`src/design/eam_defines.svh`:
```
`ifndef EAM_DEFINES_SVH
`define EAM_DEFINES_SVH

// Register indices; the byte address is four times the index.
`define EAM_IDX_ACC_MODE 8'h0f
`define EAM_IDX_GAIN 8'h1b
`define EAM_IDX_ZX_EN 8'h2b
`define EAM_IDX_IRQ_STAT 8'h40
`define EAM_IDX_IRQ_MASK 8'h41

// Accumulation mode fields.
`define EAM_ACC_TAMPER_BIT 7
`define EAM_ACC_FAULT_SEL_BIT 6
`define EAM_ACC_RSIGN_SEL_BIT 5
`define EAM_ACC_ASIGN_SEL_BIT 4
`define EAM_ACC_R_ABS_BIT 3
`define EAM_ACC_R_SBA_BIT 2
`define EAM_ACC_A_POS_BIT 1
`define EAM_ACC_A_ABS_BIT 0
`define EAM_ACC_WR_MASK 8'h7f

// Gain fields.
`define EAM_GAIN_V_HI 7
`define EAM_GAIN_V_LO 5
`define EAM_GAIN_SRC_BIT 3
`define EAM_GAIN_I_HI 2
`define EAM_GAIN_I_LO 0
`define EAM_GAIN_WR_MASK 8'hef

// Zero-crossing output enables.
`define EAM_ZX_FIRST_BIT 1
`define EAM_ZX_SECOND_BIT 0
`define EAM_ZX_WR_MASK 8'h03

// Interrupt status and mask fields.
`define EAM_IRQ_ASIGN_BIT 0
`define EAM_IRQ_RSIGN_BIT 1
`define EAM_IRQ_FAULT_BIT 2
`define EAM_IRQ_WR_MASK 8'h07

// Reset values.
`define EAM_RST_REG8 8'h00
`define EAM_RST_WORD 32'h0000_0000

`endif

```
`src/design/eam_pkg.sv`:
```
package eam_pkg;

  typedef logic signed [23:0] eam_power_t;
  typedef logic signed [15:0] eam_sample_t;
  typedef logic signed [19:0] eam_scaled_t;
  typedef logic [7:0] eam_reg8_t;

endpackage : eam_pkg

```
`src/design/eam_sign_det.sv`:
```
`timescale 1ns/1ps
`default_nettype none

module eam_sign_det
  import eam_pkg::*;
(
  // Clock and reset.
  input wire logic clk_sys_i,
  input wire logic sys_rst_i,
  // Observed state.
  input wire logic valid_i,
  input wire logic neg_i,
  input wire logic edge_sel_i,
  // Event.
  output logic event_o
);

  logic seen_reg;
  logic neg_reg;

  // The first observation only primes the tracker, so reset never fakes a change.
  always_ff @(posedge clk_sys_i) begin
    if (sys_rst_i) begin
      seen_reg <= 1'b0;
      neg_reg <= 1'b0;
    end else if (valid_i) begin
      seen_reg <= 1'b1;
      neg_reg <= neg_i;
    end
  end

  // Select 0 fires on the change into the set state, select 1 on the change out of it.
  always_ff @(posedge clk_sys_i) begin
    if (sys_rst_i) begin
      event_o <= 1'b0;
    end else begin
      event_o <= valid_i && seen_reg && (neg_i != neg_reg) && (neg_i != edge_sel_i);
    end
  end

endmodule : eam_sign_det

`default_nettype wire

```
`src/design/eam_power_cond.sv`:
```
`timescale 1ns/1ps
`default_nettype none

module eam_power_cond
  import eam_pkg::*;
(
  // Mode controls.
  input wire logic act_abs_i,
  input wire logic act_pos_only_i,
  input wire logic react_abs_i,
  input wire logic react_signed_i,
  // Power in.
  input wire eam_power_t act_i,
  input wire eam_power_t react_i,
  // Conditioned power out.
  output eam_power_t act_o,
  output eam_power_t react_o
);

  // Absolute mode takes precedence over positive-only when both are set.
  always_comb begin
    if (act_abs_i && act_i[23]) begin
      act_o = -act_i;
    end else if (!act_abs_i && act_pos_only_i && act_i[23]) begin
      act_o = '0;
    end else begin
      act_o = act_i;
    end
  end

  // Absolute mode takes precedence over sign-by-active when both are set.
  always_comb begin
    if (react_abs_i && react_i[23]) begin
      react_o = -react_i;
    end else if (!react_abs_i && react_signed_i && act_i[23]) begin
      react_o = -react_i;
    end else begin
      react_o = react_i;
    end
  end

endmodule : eam_power_cond

`default_nettype wire

```
`src/design/eam_config_top.sv`:
```
// Functional notes
// - Bit 7 of accumulation mode reads which current input feeds antitamper metering.
// - Fault select 0 interrupts on entering fault, 1 on returning normal.
// - Reactive edge select 0 interrupts on positive-to-negative, 1 on reverse.
// - Active edge select 0 interrupts on positive-to-negative, 1 on reverse.
// - Reactive absolute bit accumulates magnitude of reactive power and its pulses.
// - Signed-by-active bit flips reactive power sign while active power is negative.
// - Positive-only bit accumulates only positive active power.
// - Active absolute bit accumulates magnitude of active power.
// - Voltage gain code 0 to 4 selects gains 1,2,4,8,16.
// - Current gain code 0 to 4 selects gains 1,2,4,8,16.
// - Sign source bit picks filtered power (0) or each pulse (1).
// - First zero-cross enable drives the indication onto the first port pin.
// - Second zero-cross enable drives the indication onto the second port pin.
// - Active sign status flag sets on the selected active sign change.
//
// Added by the designer: the APB slave port.
`timescale 1ns/1ps
`default_nettype none
`include "eam_defines.svh"

module eam_config_top
  import eam_pkg::*;
(
  // Clock and reset.
  input wire logic clk_sys_i,
  input wire logic sys_rst_i,
  // APB slave.
  input wire logic psel_i,
  input wire logic penable_i,
  input wire logic pwrite_i,
  input wire logic [31:0] paddr_i,
  input wire logic [31:0] pwdata_i,
  input wire logic [3:0] pstrb_i,
  output logic [31:0] prdata_o,
  output logic pready_o,
  output logic pslverr_o,
  // Metering core status.
  input wire logic tamper_channel_b_i,
  input wire logic fault_mode_i,
  input wire logic zero_cross_i,
  // Filtered power samples.
  input wire logic act_valid_i,
  input wire eam_power_t act_power_i,
  input wire logic react_valid_i,
  input wire eam_power_t react_power_i,
  // Energy pulse events with their sign.
  input wire logic act_pulse_i,
  input wire logic act_pulse_neg_i,
  input wire logic react_pulse_i,
  input wire logic react_pulse_neg_i,
  // Channel samples.
  input wire logic samp_valid_i,
  input wire eam_sample_t voltage_i,
  input wire eam_sample_t current_i,
  // Accumulation feed.
  output logic act_accum_valid_o,
  output eam_power_t act_accum_o,
  output logic react_accum_valid_o,
  output eam_power_t react_accum_o,
  // Scaled channels.
  output logic scaled_valid_o,
  output eam_scaled_t voltage_scaled_o,
  output eam_scaled_t current_scaled_o,
  // Port pins.
  output logic zero_cross_first_pin_o,
  output logic zero_cross_second_pin_o,
  // Interrupt.
  output logic irq_o
);

  eam_reg8_t acc_mode_reg;
  eam_reg8_t gain_reg;
  eam_reg8_t zx_en_reg;
  eam_reg8_t irq_stat_reg;
  eam_reg8_t irq_stat_next;
  eam_reg8_t irq_mask_reg;
  logic tamper_reg;
  logic setup;
  logic wr_en;
  logic [7:0] idx;
  logic addr_ok;
  logic hit_acc;
  logic hit_gain;
  logic hit_zx;
  logic hit_stat;
  logic hit_mask;
  eam_reg8_t wbyte;
  eam_reg8_t rd_mux;
  logic src_pulse;
  logic asign_valid;
  logic asign_neg;
  logic rsign_valid;
  logic rsign_neg;
  logic asign_evt;
  logic rsign_evt;
  logic fault_evt;
  eam_power_t act_cond;
  eam_power_t react_cond;
  logic [2:0] v_code;
  logic [2:0] i_code;

  // Codes above four are undefined for software; they fall back to unity gain.
  function automatic eam_scaled_t eam_apply_gain(input eam_sample_t s, input logic [2:0] code);
    eam_scaled_t e;
    e = {{4{s[15]}}, s};
    case (code)
      3'h1: eam_apply_gain = e <<< 1;
      3'h2: eam_apply_gain = e <<< 2;
      3'h3: eam_apply_gain = e <<< 3;
      3'h4: eam_apply_gain = e <<< 4;
      default: eam_apply_gain = e;
    endcase
  endfunction : eam_apply_gain

  // Bus decode.
  assign setup = psel_i && !penable_i;
  assign wr_en = psel_i && penable_i && pready_o && pwrite_i && pstrb_i[0];
  assign idx = paddr_i[9:2];
  assign addr_ok = (paddr_i[1:0] == 2'h0) && (paddr_i[31:10] == 22'h0);
  assign hit_acc = addr_ok && (idx == `EAM_IDX_ACC_MODE);
  assign hit_gain = addr_ok && (idx == `EAM_IDX_GAIN);
  assign hit_zx = addr_ok && (idx == `EAM_IDX_ZX_EN);
  assign hit_stat = addr_ok && (idx == `EAM_IDX_IRQ_STAT);
  assign hit_mask = addr_ok && (idx == `EAM_IDX_IRQ_MASK);
  assign wbyte = pwdata_i[7:0];
  assign v_code = gain_reg[`EAM_GAIN_V_HI:`EAM_GAIN_V_LO];
  assign i_code = gain_reg[`EAM_GAIN_I_HI:`EAM_GAIN_I_LO];

  always_comb begin
    rd_mux = `EAM_RST_REG8;
    if (hit_acc) begin
      rd_mux = {tamper_reg, acc_mode_reg[6:0]};
    end else if (hit_gain) begin
      rd_mux = gain_reg;
    end else if (hit_zx) begin
      rd_mux = zx_en_reg;
    end else if (hit_stat) begin
      rd_mux = irq_stat_reg;
    end else if (hit_mask) begin
      rd_mux = irq_mask_reg;
    end
  end

  // Every transfer completes in its first access cycle; pready is a flop for clean timing.
  always_ff @(posedge clk_sys_i) begin
    if (sys_rst_i) begin
      pready_o <= 1'b0;
      pslverr_o <= 1'b0;
      prdata_o <= `EAM_RST_WORD;
    end else begin
      pready_o <= setup;
      pslverr_o <= setup && !(hit_acc || hit_gain || hit_zx || hit_stat || hit_mask);
      if (setup && !pwrite_i) begin
        prdata_o <= {24'h0, rd_mux};
      end
    end
  end

  // The tamper indicator follows the metering core and ignores writes.
  always_ff @(posedge clk_sys_i) begin
    if (sys_rst_i) begin
      tamper_reg <= 1'b0;
    end else begin
      tamper_reg <= tamper_channel_b_i;
    end
  end

  always_ff @(posedge clk_sys_i) begin
    if (sys_rst_i) begin
      acc_mode_reg <= `EAM_RST_REG8;
    end else if (wr_en && hit_acc) begin
      acc_mode_reg <= wbyte & `EAM_ACC_WR_MASK;
    end
  end

  always_ff @(posedge clk_sys_i) begin
    if (sys_rst_i) begin
      gain_reg <= `EAM_RST_REG8;
    end else if (wr_en && hit_gain) begin
      gain_reg <= wbyte & `EAM_GAIN_WR_MASK;
    end
  end

  always_ff @(posedge clk_sys_i) begin
    if (sys_rst_i) begin
      zx_en_reg <= `EAM_RST_REG8;
    end else if (wr_en && hit_zx) begin
      zx_en_reg <= wbyte & `EAM_ZX_WR_MASK;
    end
  end

  always_ff @(posedge clk_sys_i) begin
    if (sys_rst_i) begin
      irq_mask_reg <= `EAM_RST_REG8;
    end else if (wr_en && hit_mask) begin
      irq_mask_reg <= wbyte & `EAM_IRQ_WR_MASK;
    end
  end

  // Sign detection source.
  assign src_pulse = gain_reg[`EAM_GAIN_SRC_BIT];
  assign asign_valid = src_pulse ? act_pulse_i : act_valid_i;
  assign asign_neg = src_pulse ? act_pulse_neg_i : act_power_i[23];
  assign rsign_valid = src_pulse ? react_pulse_i : react_valid_i;
  assign rsign_neg = src_pulse ? react_pulse_neg_i : react_power_i[23];

  eam_sign_det u_act_sign (
    .clk_sys_i(clk_sys_i),
    .sys_rst_i(sys_rst_i),
    .valid_i(asign_valid),
    .neg_i(asign_neg),
    .edge_sel_i(acc_mode_reg[`EAM_ACC_ASIGN_SEL_BIT]),
    .event_o(asign_evt)
  );

  eam_sign_det u_react_sign (
    .clk_sys_i(clk_sys_i),
    .sys_rst_i(sys_rst_i),
    .valid_i(rsign_valid),
    .neg_i(rsign_neg),
    .edge_sel_i(acc_mode_reg[`EAM_ACC_RSIGN_SEL_BIT]),
    .event_o(rsign_evt)
  );

  // Fault mode is the set state, so select 0 catches the entry and 1 the return.
  eam_sign_det u_fault (
    .clk_sys_i(clk_sys_i),
    .sys_rst_i(sys_rst_i),
    .valid_i(1'b1),
    .neg_i(fault_mode_i),
    .edge_sel_i(acc_mode_reg[`EAM_ACC_FAULT_SEL_BIT]),
    .event_o(fault_evt)
  );

  // A new event wins over a write-one-to-clear in the same cycle.
  always_comb begin
    irq_stat_next = irq_stat_reg;
    if (wr_en && hit_stat) begin
      irq_stat_next = irq_stat_reg & ~wbyte;
    end
    irq_stat_next[`EAM_IRQ_ASIGN_BIT] = irq_stat_next[`EAM_IRQ_ASIGN_BIT] | asign_evt;
    irq_stat_next[`EAM_IRQ_RSIGN_BIT] = irq_stat_next[`EAM_IRQ_RSIGN_BIT] | rsign_evt;
    irq_stat_next[`EAM_IRQ_FAULT_BIT] = irq_stat_next[`EAM_IRQ_FAULT_BIT] | fault_evt;
    irq_stat_next = irq_stat_next & `EAM_IRQ_WR_MASK;
  end

  always_ff @(posedge clk_sys_i) begin
    if (sys_rst_i) begin
      irq_stat_reg <= `EAM_RST_REG8;
    end else begin
      irq_stat_reg <= irq_stat_next;
    end
  end

  // Built from next state so the line rises with the flag, not a cycle later.
  always_ff @(posedge clk_sys_i) begin
    if (sys_rst_i) begin
      irq_o <= 1'b0;
    end else begin
      irq_o <= |(irq_stat_next & irq_mask_reg);
    end
  end

  eam_power_cond u_cond (
    .act_abs_i(acc_mode_reg[`EAM_ACC_A_ABS_BIT]),
    .act_pos_only_i(acc_mode_reg[`EAM_ACC_A_POS_BIT]),
    .react_abs_i(acc_mode_reg[`EAM_ACC_R_ABS_BIT]),
    .react_signed_i(acc_mode_reg[`EAM_ACC_R_SBA_BIT]),
    .act_i(act_power_i),
    .react_i(react_power_i),
    .act_o(act_cond),
    .react_o(react_cond)
  );

  // Energy registers and pulse generators both consume this one feed.
  always_ff @(posedge clk_sys_i) begin
    if (sys_rst_i) begin
      act_accum_valid_o <= 1'b0;
      act_accum_o <= '0;
    end else begin
      act_accum_valid_o <= act_valid_i;
      if (act_valid_i) begin
        act_accum_o <= act_cond;
      end
    end
  end

  always_ff @(posedge clk_sys_i) begin
    if (sys_rst_i) begin
      react_accum_valid_o <= 1'b0;
      react_accum_o <= '0;
    end else begin
      react_accum_valid_o <= react_valid_i;
      if (react_valid_i) begin
        react_accum_o <= react_cond;
      end
    end
  end

  always_ff @(posedge clk_sys_i) begin
    if (sys_rst_i) begin
      scaled_valid_o <= 1'b0;
      voltage_scaled_o <= '0;
      current_scaled_o <= '0;
    end else begin
      scaled_valid_o <= samp_valid_i;
      if (samp_valid_i) begin
        voltage_scaled_o <= eam_apply_gain(voltage_i, v_code);
        current_scaled_o <= eam_apply_gain(current_i, i_code);
      end
    end
  end

  // A disabled pin rests low.
  always_ff @(posedge clk_sys_i) begin
    if (sys_rst_i) begin
      zero_cross_first_pin_o <= 1'b0;
      zero_cross_second_pin_o <= 1'b0;
    end else begin
      zero_cross_first_pin_o <= zero_cross_i && zx_en_reg[`EAM_ZX_FIRST_BIT];
      zero_cross_second_pin_o <= zero_cross_i && zx_en_reg[`EAM_ZX_SECOND_BIT];
    end
  end

endmodule : eam_config_top

`default_nettype wire

```
`config.mk`:
```
export PLATFORM = sky130hd
export DESIGN_NAME = eam_config_top
export DESIGN_NICKNAME = d
export VERILOG_FILES = /design/src/design/eam_pkg.sv /design/src/design/eam_sign_det.sv /design/src/design/eam_power_cond.sv /design/src/design/eam_config_top.sv
export VERILOG_INCLUDE_DIRS = /design/src /design/src/design
export SDC_FILE = /design/constraint.sdc
export NUM_CORES = 1
export LEC_CHECK = 0
export BUFFER_PORTS_ARGS = -buffer_cell sky130_fd_sc_hd__buf_2
export CORE_ASPECT_RATIO = 0.9
export CORE_MARGIN = 5
export CORE_UTILIZATION = 51
export DETAILED_ROUTE_END_ITERATION = 16
export GPL_ROUTABILITY_DRIVEN = 1
export GPL_TIMING_DRIVEN = 0
export MAX_ROUTING_LAYER = met4
export PLACE_DENSITY_LB_ADDON = 0.1
export SLEW_MARGIN = 20
export SYNTH_ARGS = -nofsm -noshare
export SYNTH_HDL_FRONTEND = slang
export SYNTH_SLANG_ARGS = --single-unit
```
`constraint.sdc`:
```
create_clock -name clk_sys_i -period 3.4 [get_ports clk_sys_i]
set_input_delay 0.68 -clock clk_sys_i [delete_from_list [all_inputs] [get_ports clk_sys_i]]
set_output_delay 0.68 -clock clk_sys_i [all_outputs]
set_load 0.02 [all_outputs]
```
==> out/qor_table.md, run 1 <==
| Result | Value |
|:---|:---|
| Run status | finished clean |
| Final hold violations | 0 |
| First-pass GRT wire length | 43.6 mm |
| Maximum number of pins on one net before global-route repair | 17 |
| Nature of the critical path startpoint | input port |
| FP Rows | 43 |
| Instance count of the mapped netlist | 1038 |
| Overall power | 4.26 mW |
| Clock slew seen by the registers of the worst setup and hold paths | 60 ps |
| Post-detail-place hpwl | 21.0 mm |
| Final setup violating endpoints | 0 |
| Width of the chip | 143 um |
| Number of register bits inferred by synthesis | 136 |
| GRT Total Usage | 30.1% |
| Routed Antenna Nets | 0 |
| Crit path required time | 3740 ps |
| Net switching power of the design | 1.20 mW |
| Leading registers by flop count | act_accum_o: 24 flops, react_accum_o: 24 flops |
| NumNets Final | 1479 |
| Min Clock Period, post-route | 2590 ps |
| Total congestion overflow after global routing | 0 |
| Vias in the first global route | 8421 |
| Number of enable-type register cells in the synthesized netlist | 0 |
| Number of clock buffers inserted by TritonCTS | 17 |
| Total of cells resized after clock tree synthesis | 0 |
| Slew Viols, Final | 0 |
| Starting density of the core | 52.4% |
| CORE AREA | 0.0155 mm^2 |
| Critical path data arrival time | 2930 ps |
| Clock tree buffer depth | 2 |
| Latest clock arrival within the worst-skew pair | 430 ps |
| Internal power summed over all cells | 3.06 mW |
| Die extent in y | 130 um |
| Power density of the placed cells | 416 mW/mm^2 |
| Leakage power | 4.37 nW |
| Hold-fix buffers, CTS | 0 |
| Quantity of I/O buffers inserted on ports | 234 |
| Fraction of layout instances using a drive strength above 1 | 23.5% |
| Number of iterations in the first detailed-routing pass | 6 |
| Power share of the sequential group | 40.4% |
| Remaining routing DRC violations | 0 |
| Relative slew slack | 36.3% |
| DP Area | 0.00965 mm^2 |
| Mean area per synthesized cell | 7.84 um^2 |
| Worst setup slack before clock tree synthesis | 458 ps |
| Yosys top cell by area | sky130_fd_sc_hd__dfxtp_1 |
| Clock tree from TritonCTS | built |
| Yosys top cell area share | 33.4% |
| Fin util | 65.9% |
| Distinct cells, synth | 73 |
| Final routed wire length divided by cell count | 18.2 um |
| Worst R2R Path Depth | 7 |
| Sort of element at the end of the critical path | flip-flop |
| Summed instance area of the synthesized netlist | 0.00814 mm^2 |
| Path type of the worst setup path | in2reg |
| Fraction of power consumed by combinational cells | 15.8% |
| Via-to-Cell Ratio | 5.89 |
| Clk sinks | 136 |
| Post-route setup slack | 807 ps |
| Final clock period utilization by the worst path | 76.3% |
| Worst min-delay path category | reg2reg |
| Number of maximum-capacitance constraint violations | 0 |
| Vias | 9029 |
| Maximum level of the CTS H-tree | 4 |
| Placer Congestion | 0.959 |
| Post-route cell area | 0.0103 mm^2 |
| Top FF cell, synth | sky130_fd_sc_hd__dfxtp_1 |
| Number of ports placed on the die boundary | 291 |
| Layout Area Growth over Synthesis | 25.9% |
| Highest ir drop seen on vdd | 0.401 mV |
| Post-CTS setup-driven buffer insertion count | 0 |
| Initial drt markers | 731 |
| Max Clk Rate | 386 MHz |
| Post-synthesis sequential area ratio | 33.4% |
| Clock network fraction of total power | 43.8% |
| Post-detailed-routing wire length | 27.9 mm |
| Fin Setup TNS | 0 ps |
| Initial antenna violation count | 2 |
| Async set-or-reset flop fraction in the synthesized netlist | 0% |
| Clk root buf | sky130_fd_sc_hd__clkbuf_16 |
| Die Outline Area | 0.0186 mm^2 |
| Transition time of the tightest slew-check pin | 948 ps |
| Worst hold path stage count | 1 |
| Synthesis Warnings | 0 |
| Largest cells by area after synthesis | sky130_fd_sc_hd__dfxtp_1, sky130_fd_sc_hd__nor2_1, sky130_fd_sc_hd__a211oi_1, sky130_fd_sc_hd__mux2i_1, sky130_fd_sc_hd__nand2_1 |
| CP Max Fanout | 7 |
| Final Skew | 15.0 ps |
| RSZ-0062 raised after global routing | no |
| Switching share of power | 28.1% |
-- cell usage in the layout, fill, tap and decap left out, types with 6 or more instances in the layout --
| cell | count |
|---|---|
| sky130_fd_sc_hd__buf_2 | 234 |
| sky130_fd_sc_hd__nor2_1 | 142 |
| sky130_fd_sc_hd__dfxtp_1 | 136 |
| sky130_fd_sc_hd__nand2_1 | 93 |
| sky130_fd_sc_hd__clkbuf_1 | 69 |
| sky130_fd_sc_hd__a211oi_1 | 62 |
| sky130_fd_sc_hd__a21oi_1 | 45 |
| sky130_fd_sc_hd__mux2i_1 | 40 |
| sky130_fd_sc_hd__nor3_1 | 38 |
| sky130_fd_sc_hd__nand3_1 | 29 |
| sky130_fd_sc_hd__o21ai_0 | 26 |
| sky130_fd_sc_hd__buf_4 | 24 |
| sky130_fd_sc_hd__conb_1 | 24 |
| sky130_fd_sc_hd__a221oi_1 | 22 |
| sky130_fd_sc_hd__inv_1 | 22 |
| sky130_fd_sc_hd__o21ai_1 | 21 |
| sky130_fd_sc_hd__clkbuf_16 | 17 |
| sky130_fd_sc_hd__mux2_1 | 16 |
| sky130_fd_sc_hd__nor4_1 | 14 |
| sky130_fd_sc_hd__a31oi_1 | 14 |
| sky130_fd_sc_hd__o211ai_1 | 14 |
| sky130_fd_sc_hd__nand2b_1 | 12 |
| sky130_fd_sc_hd__nor2b_1 | 11 |
| sky130_fd_sc_hd__and3_1 | 11 |
| sky130_fd_sc_hd__a311oi_1 | 11 |
| sky130_fd_sc_hd__buf_1 | 10 |
| sky130_fd_sc_hd__xnor2_1 | 10 |
| sky130_fd_sc_hd__mux2_2 | 9 |
| sky130_fd_sc_hd__o31ai_1 | 8 |
| sky130_fd_sc_hd__or3_1 | 8 |
| sky130_fd_sc_hd__xor2_1 | 8 |
| sky130_fd_sc_hd__or4_1 | 7 |
| sky130_fd_sc_hd__a22oi_1 | 6 |
-- critical path: stages --
cell                       delay (ps)
sky130_fd_sc_hd__buf_2            100
sky130_fd_sc_hd__nor4bb_1         530
sky130_fd_sc_hd__nand4_1          390
sky130_fd_sc_hd__nor3_1           830
sky130_fd_sc_hd__a221oi_1         190
sky130_fd_sc_hd__nor3_1           220
-- final timing paths --
check / startpoint / to / slack, ps
setup / recovery: paddr_i[9] / prdata_o[6] / 810
hold / removal: u_fault.seen_reg / u_fault.event_o / 450
setup reg to reg: gain_reg[1] / current_scaled_o[13] / 1070
hold reg to reg: u_fault.seen_reg / u_fault.event_o / 450
-- final cells by class --
cell class	instances	area, um^2
clock buffers	21	470
plain buffers	103	484
multi-input cells	795	4920
clock inverters	11	120
diodes	3	7.51
flip-flops and latches	136	2720
fillers	1407	5300
inverters	27	101
well taps	202	253
repair buffers	234	1170
-- power groups by stage --
stage / logic, mW / registers, mW / clock network (mW)
2_1_floorplan: 0.289 / 1.84 / 0
3_3_place_gp: 0.660 / 1.75 / 0
3_5_place_dp: 0.665 / 1.76 / 0
4_1_cts: 0.669 / 1.72 / 1.88
5_1_grt: 0.735 / 1.73 / 1.96
6_report: 0.674 / 1.72 / 1.86
-- metrics by stage --
| stage | hold slack [ps] | cells |
|---|---|---|
| finish | 448 | 1532 |
| global route | 471 | 1531 |
| CTS | 450 | 1529 |
| detailed placement | 437 | 1497 |
| global placement | 434 | 1497 |
| floorplan | 422 | 1061 |
-- kinds of logic (layout without fill, tap and decap cells) --
logic type	after synthesis	after routing	share of synthesized area [%]
AOI/OAI and AO/OA	292	292	25.5
xor gates and xnor gates	18	18	1.94
adders and majority gates	2	2	0.307
buffers and inverters	130	396	7.19
DFF	136	136	33.4
muxes	66	66	8.56
other	1	27	0.0461
and+or+nand+nor	393	393	23.0
-- cells in the mapped netlist (8+ instances only) --
master                       n
sky130_fd_sc_hd__nor2_1    142
sky130_fd_sc_hd__dfxtp_1   136
sky130_fd_sc_hd__nand2_1    93
sky130_fd_sc_hd__clkbuf_1   68
sky130_fd_sc_hd__a211oi_1   62
sky130_fd_sc_hd__a21oi_1    45
sky130_fd_sc_hd__mux2i_1    40
sky130_fd_sc_hd__nor3_1     38
sky130_fd_sc_hd__nand3_1    29
sky130_fd_sc_hd__o21ai_0    26
sky130_fd_sc_hd__buf_4      24
sky130_fd_sc_hd__a221oi_1   22
sky130_fd_sc_hd__inv_1      22
sky130_fd_sc_hd__o21ai_1    21
sky130_fd_sc_hd__mux2_1     16
sky130_fd_sc_hd__a31oi_1    14
sky130_fd_sc_hd__nor4_1     14
sky130_fd_sc_hd__o211ai_1   14
sky130_fd_sc_hd__nand2b_1   12
sky130_fd_sc_hd__a311oi_1   11
sky130_fd_sc_hd__and3_1     11
sky130_fd_sc_hd__nor2b_1    11
sky130_fd_sc_hd__buf_1      10
sky130_fd_sc_hd__xnor2_1    10
sky130_fd_sc_hd__mux2_2      9
sky130_fd_sc_hd__o31ai_1     8
sky130_fd_sc_hd__or3_1       8
sky130_fd_sc_hd__xor2_1      8
-- metal layers --
metal  vias to the layer above  global-route usage, %  part of all wire (%)
li1                       4344                      -                     -
met1                      4194                   39.4                    44
met2                       441                   46.0                    45
met3                        50                   7.18                   9.0
met4                         0                   9.67                   2.2
met5                         -                      -                     0
(Power assumes the default switching activity.)
==> inputs of run 2 (changes only) <==
- ABC_AREA: unset -> 1
- CORE_UTILIZATION: 51 -> 45
- clock period: 3.4 -> 2.15 ns (I/O delays scaled with it)
==> run 2 against run 1 <==
Synthesized cell count is 3.7% higher. Setup slack lost 420 ps. Sequential share of layout area increased by 1.4 points. Die area grew 5.2%. Utilization decreased by 7.8 points. First-iteration DRC count fell by 34%. Routed wire length decreased by 14%. Clock skew is 9.9 ps lower. Cell count rose by 3.1%. Clock power up 56%. Final area down 5.2%. Global-route usage down 5.4 points. Critical endpoint is now act_accum_o[20].
==> out/qor_table.md, run 2 <==
| Result | Value |
|:---|:---|
| Run status | finished clean |
| Number of clock buffers inserted by TritonCTS | 17 |
| Summed instance area of the synthesized netlist | 0.00759 mm^2 |
| Crit. Startpoint | sys_rst_i |
| Critical R2R Launch | acc_mode_reg[1] |
| Clock tree from TritonCTS | built |
| Leakage power | 4.75 nW |
| Leading registers by flop count | act_accum_o: 24 flops, react_accum_o: 24 flops |
| Final clock period utilization by the worst path | 82.2% |
| Yosys top cell by area | sky130_fd_sc_hd__dfxtp_1 |
| Initial antenna violation count | 2 |
| Number of ports placed on the die boundary | 291 |
| Count leader, synth | sky130_fd_sc_hd__nand2_1 |
| GRT Total Usage | 24.7% |
| Distinct cells, synth | 52 |
| Number of register bits inferred by synthesis | 136 |
| Latest clock arrival within the worst-skew pair | 420 ps |
| Launch instance of the worst min-delay path | tamper_channel_b_i |
| Logic depth of the worst setup path including buffers | 4 |
| Worst hold path stage count | 3 |
| Die extent in y | 133 um |
| Sort of element at the end of the critical path | flip-flop |
| Largest cells by area after synthesis | sky130_fd_sc_hd__dfxtp_1, sky130_fd_sc_hd__a21oi_1, sky130_fd_sc_hd__nand2_1, sky130_fd_sc_hd__nand3_1, sky130_fd_sc_hd__inv_1 |
| Synthesis Warnings | 0 |
| Most common cell after layout, fill and taps aside | sky130_fd_sc_hd__buf_2 |
| Number of iterations in the first detailed-routing pass | 5 |
| Vias in the first global route | 7881 |
| Final Skew | 5.17 ps |
| Clock slew seen by the registers of the worst setup and hold paths | 60 ps |
| Overall power | 6.61 mW |
| Setup slack, reg-to-reg | 400 ps |
| Total congestion overflow after global routing | 0 |
| Buf+Inv Stages, Crit Path | 3 |
| Highest ir drop seen on vdd | 0.528 mV |
| Slowest CP cell | sky130_fd_sc_hd__clkbuf_1 |
| Path type of the worst setup path | in2reg |
| Worst Hold Slack | 225 ps |
| Routed Antenna Nets | 0 |
| Post-detailed-routing wire length | 24.0 mm |
| Commonest cells in the synthesized netlist | sky130_fd_sc_hd__nand2_1, sky130_fd_sc_hd__dfxtp_1, sky130_fd_sc_hd__a21oi_1, sky130_fd_sc_hd__inv_1, sky130_fd_sc_hd__nor2_1 |
| Post-synthesis sequential area ratio | 35.9% |
| Vias | 8293 |
| Crit path required time | 2420 ps |
| Max Clk Rate | 566 MHz |
| Final setup violating endpoints | 0 |
| NumNets Final | 1519 |
| Width of the chip | 147 um |
| Maximum number of pins on one net before global-route repair | 17 |
| FILL cells | 1669 |
| Fin Setup TNS | 0 ps |
| CORE AREA | 0.0167 mm^2 |
| Number of maximum-capacitance constraint violations | 0 |
| Relative slew slack | 58.8% |
| Most Frequent Cell on Critical Path | sky130_fd_sc_hd__clkbuf_1 |
| CP max stage delay | 530 ps |
| Fin util | 58.1% |
| WHS Endpoint | tamper_reg |
| Family with the most delay on the worst path | buffers and inverters |
| Yosys top cell area share | 35.9% |
| FP Rows | 45 |
| Layout Area Growth over Synthesis | 28.0% |
| Critical path, cell by cell | clkbuf_1, clkbuf_1, clkbuf_1, a21oi_1 |
| Maximum level of the CTS H-tree | 4 |
| CP Max Fanout | 10 |
| Transition time of the tightest slew-check pin | 617 ps |
| RSZ-0062 raised after global routing | no |
| Fraction of layout instances using a drive strength above 1 | 27.0% |
| Post-CTS setup-driven buffer insertion count | 0 |
| Top FF cell, synth | sky130_fd_sc_hd__dfxtp_1 |
| Clock tree buffer depth | 2 |
| Initial drt markers | 482 |
| Post-detail-place hpwl | 18.5 mm |
| Clk root buf | sky130_fd_sc_hd__clkbuf_16 |
| Nature of the critical path startpoint | input port |
| Total area of multi-input combinational cells | 0.00402 mm^2 |
| Critical path data arrival time | 2030 ps |
| First-pass GRT wire length | 39.1 mm |
| Mean area per synthesized cell | 7.06 um^2 |
| Number of enable-type register cells in the synthesized netlist | 0 |
| Async set-or-reset flop fraction in the synthesized netlist | 0% |
| Worst min-delay path category | in2reg |
| Sequential cell area | 0.00272 mm^2 |
| Die Outline Area | 0.0196 mm^2 |
| Starting density of the core | 45.4% |
| Placer Congestion | 0.934 |
| Worst R2R Path Depth | 8 |
| Hold-fix buffers, CTS | 0 |
| Power density of the placed cells | 680 mW/mm^2 |
| Total of cells resized after clock tree synthesis | 0 |
| Quantity of I/O buffers inserted on ports | 236 |
| Clk sinks | 136 |
| Final hold violations | 0 |
| Remaining routing DRC violations | 0 |
| Slew Viols, Final | 0 |
| Leading cell types in the layout, fill and taps excluded | sky130_fd_sc_hd__buf_2, sky130_fd_sc_hd__nand2_1, sky130_fd_sc_hd__dfxtp_1 |
| Final routed wire length divided by cell count | 15.2 um |
| Instance count of the mapped netlist | 1076 |
| Worst R2R End | act_accum_o[20] |
| Via-to-Cell Ratio | 5.25 |
| Min Clock Period, post-route | 1770 ps |
## run 2: logic make-up (layout without fill, tap and decap cells)
kind of cell	count (synthesis)	count (layout)	synth area share [%]
AO/OA/AOI/OAI	317	317	25.3
XOR/XNOR	13	13	1.50
adder cells (fa/ha/maj)	2	2	0.330
buffers and inverters	210	478	12.4
flip-flops	136	136	35.9
other	1	26	0.0494
AND/OR/NAND/NOR	397	397	24.6
## run 2: where the power goes
part | internal, mW | leakage (nW) | total, mW | switching, mW
clock network | 1.79 | 0.288 | 2.91 | 1.12
logic | 0.351 | 3.34 | 0.986 | 0.635
registers | 2.65 | 1.12 | 2.71 | 0.0618
total | 4.79 | 4.75 | 6.61 | 1.82
## run 2: tightest hold or removal path, stage by stage
cell and delay [ps]:
sky130_fd_sc_hd__buf_2 70, sky130_fd_sc_hd__inv_1 30, sky130_fd_sc_hd__nor2_1 70
## run 2: cell type report
type / count / share of cell area (%)
multi-input cells: 753 / 41.3
flip-flops and latches: 136 / 28.0
repair buffers: 236 / 12.2
inverters: 132 / 5.17
clock buffers: 20 / 4.80
plain buffers: 78 / 4.48
well taps: 211 / 2.72
clock inverters: 12 / 1.29
diodes: 2 / 0.0515
## run 2: worst max-delay path by stage
stage / slack, ps / endpoint
after floorplan: 420 / react_accum_o[20]
after global placement: -10 / act_accum_o[16]
after detailed placement: 30 / irq_stat_reg[1]
after CTS: 410 / act_accum_o[20]
after global routing: 260 / act_accum_o[18]
final: 380 / act_accum_o[20]
## run 2: stage by stage
step | instances | instance area [um^2] | setup WS [ps]
CTS | 1578 | 9720 | 407
global placement | 1546 | 9120 | -12.3
finish | 1580 | 9720 | 383
global route | 1580 | 9720 | 255
floorplan | 1099 | 7680 | 424
detailed placement | 1546 | 9120 | 25.6
## run 2: layer usage
layer | track usage [%] | wire [um] | vias up
met1 | 32.7 | 10700 | 3725
met3 | 6.33 | 1970 | 23
met2 | 38.1 | 11000 | 332
met4 | 6.00 | 326 | 0
met5 | - | 0 | -
li1 | - | - | 4213
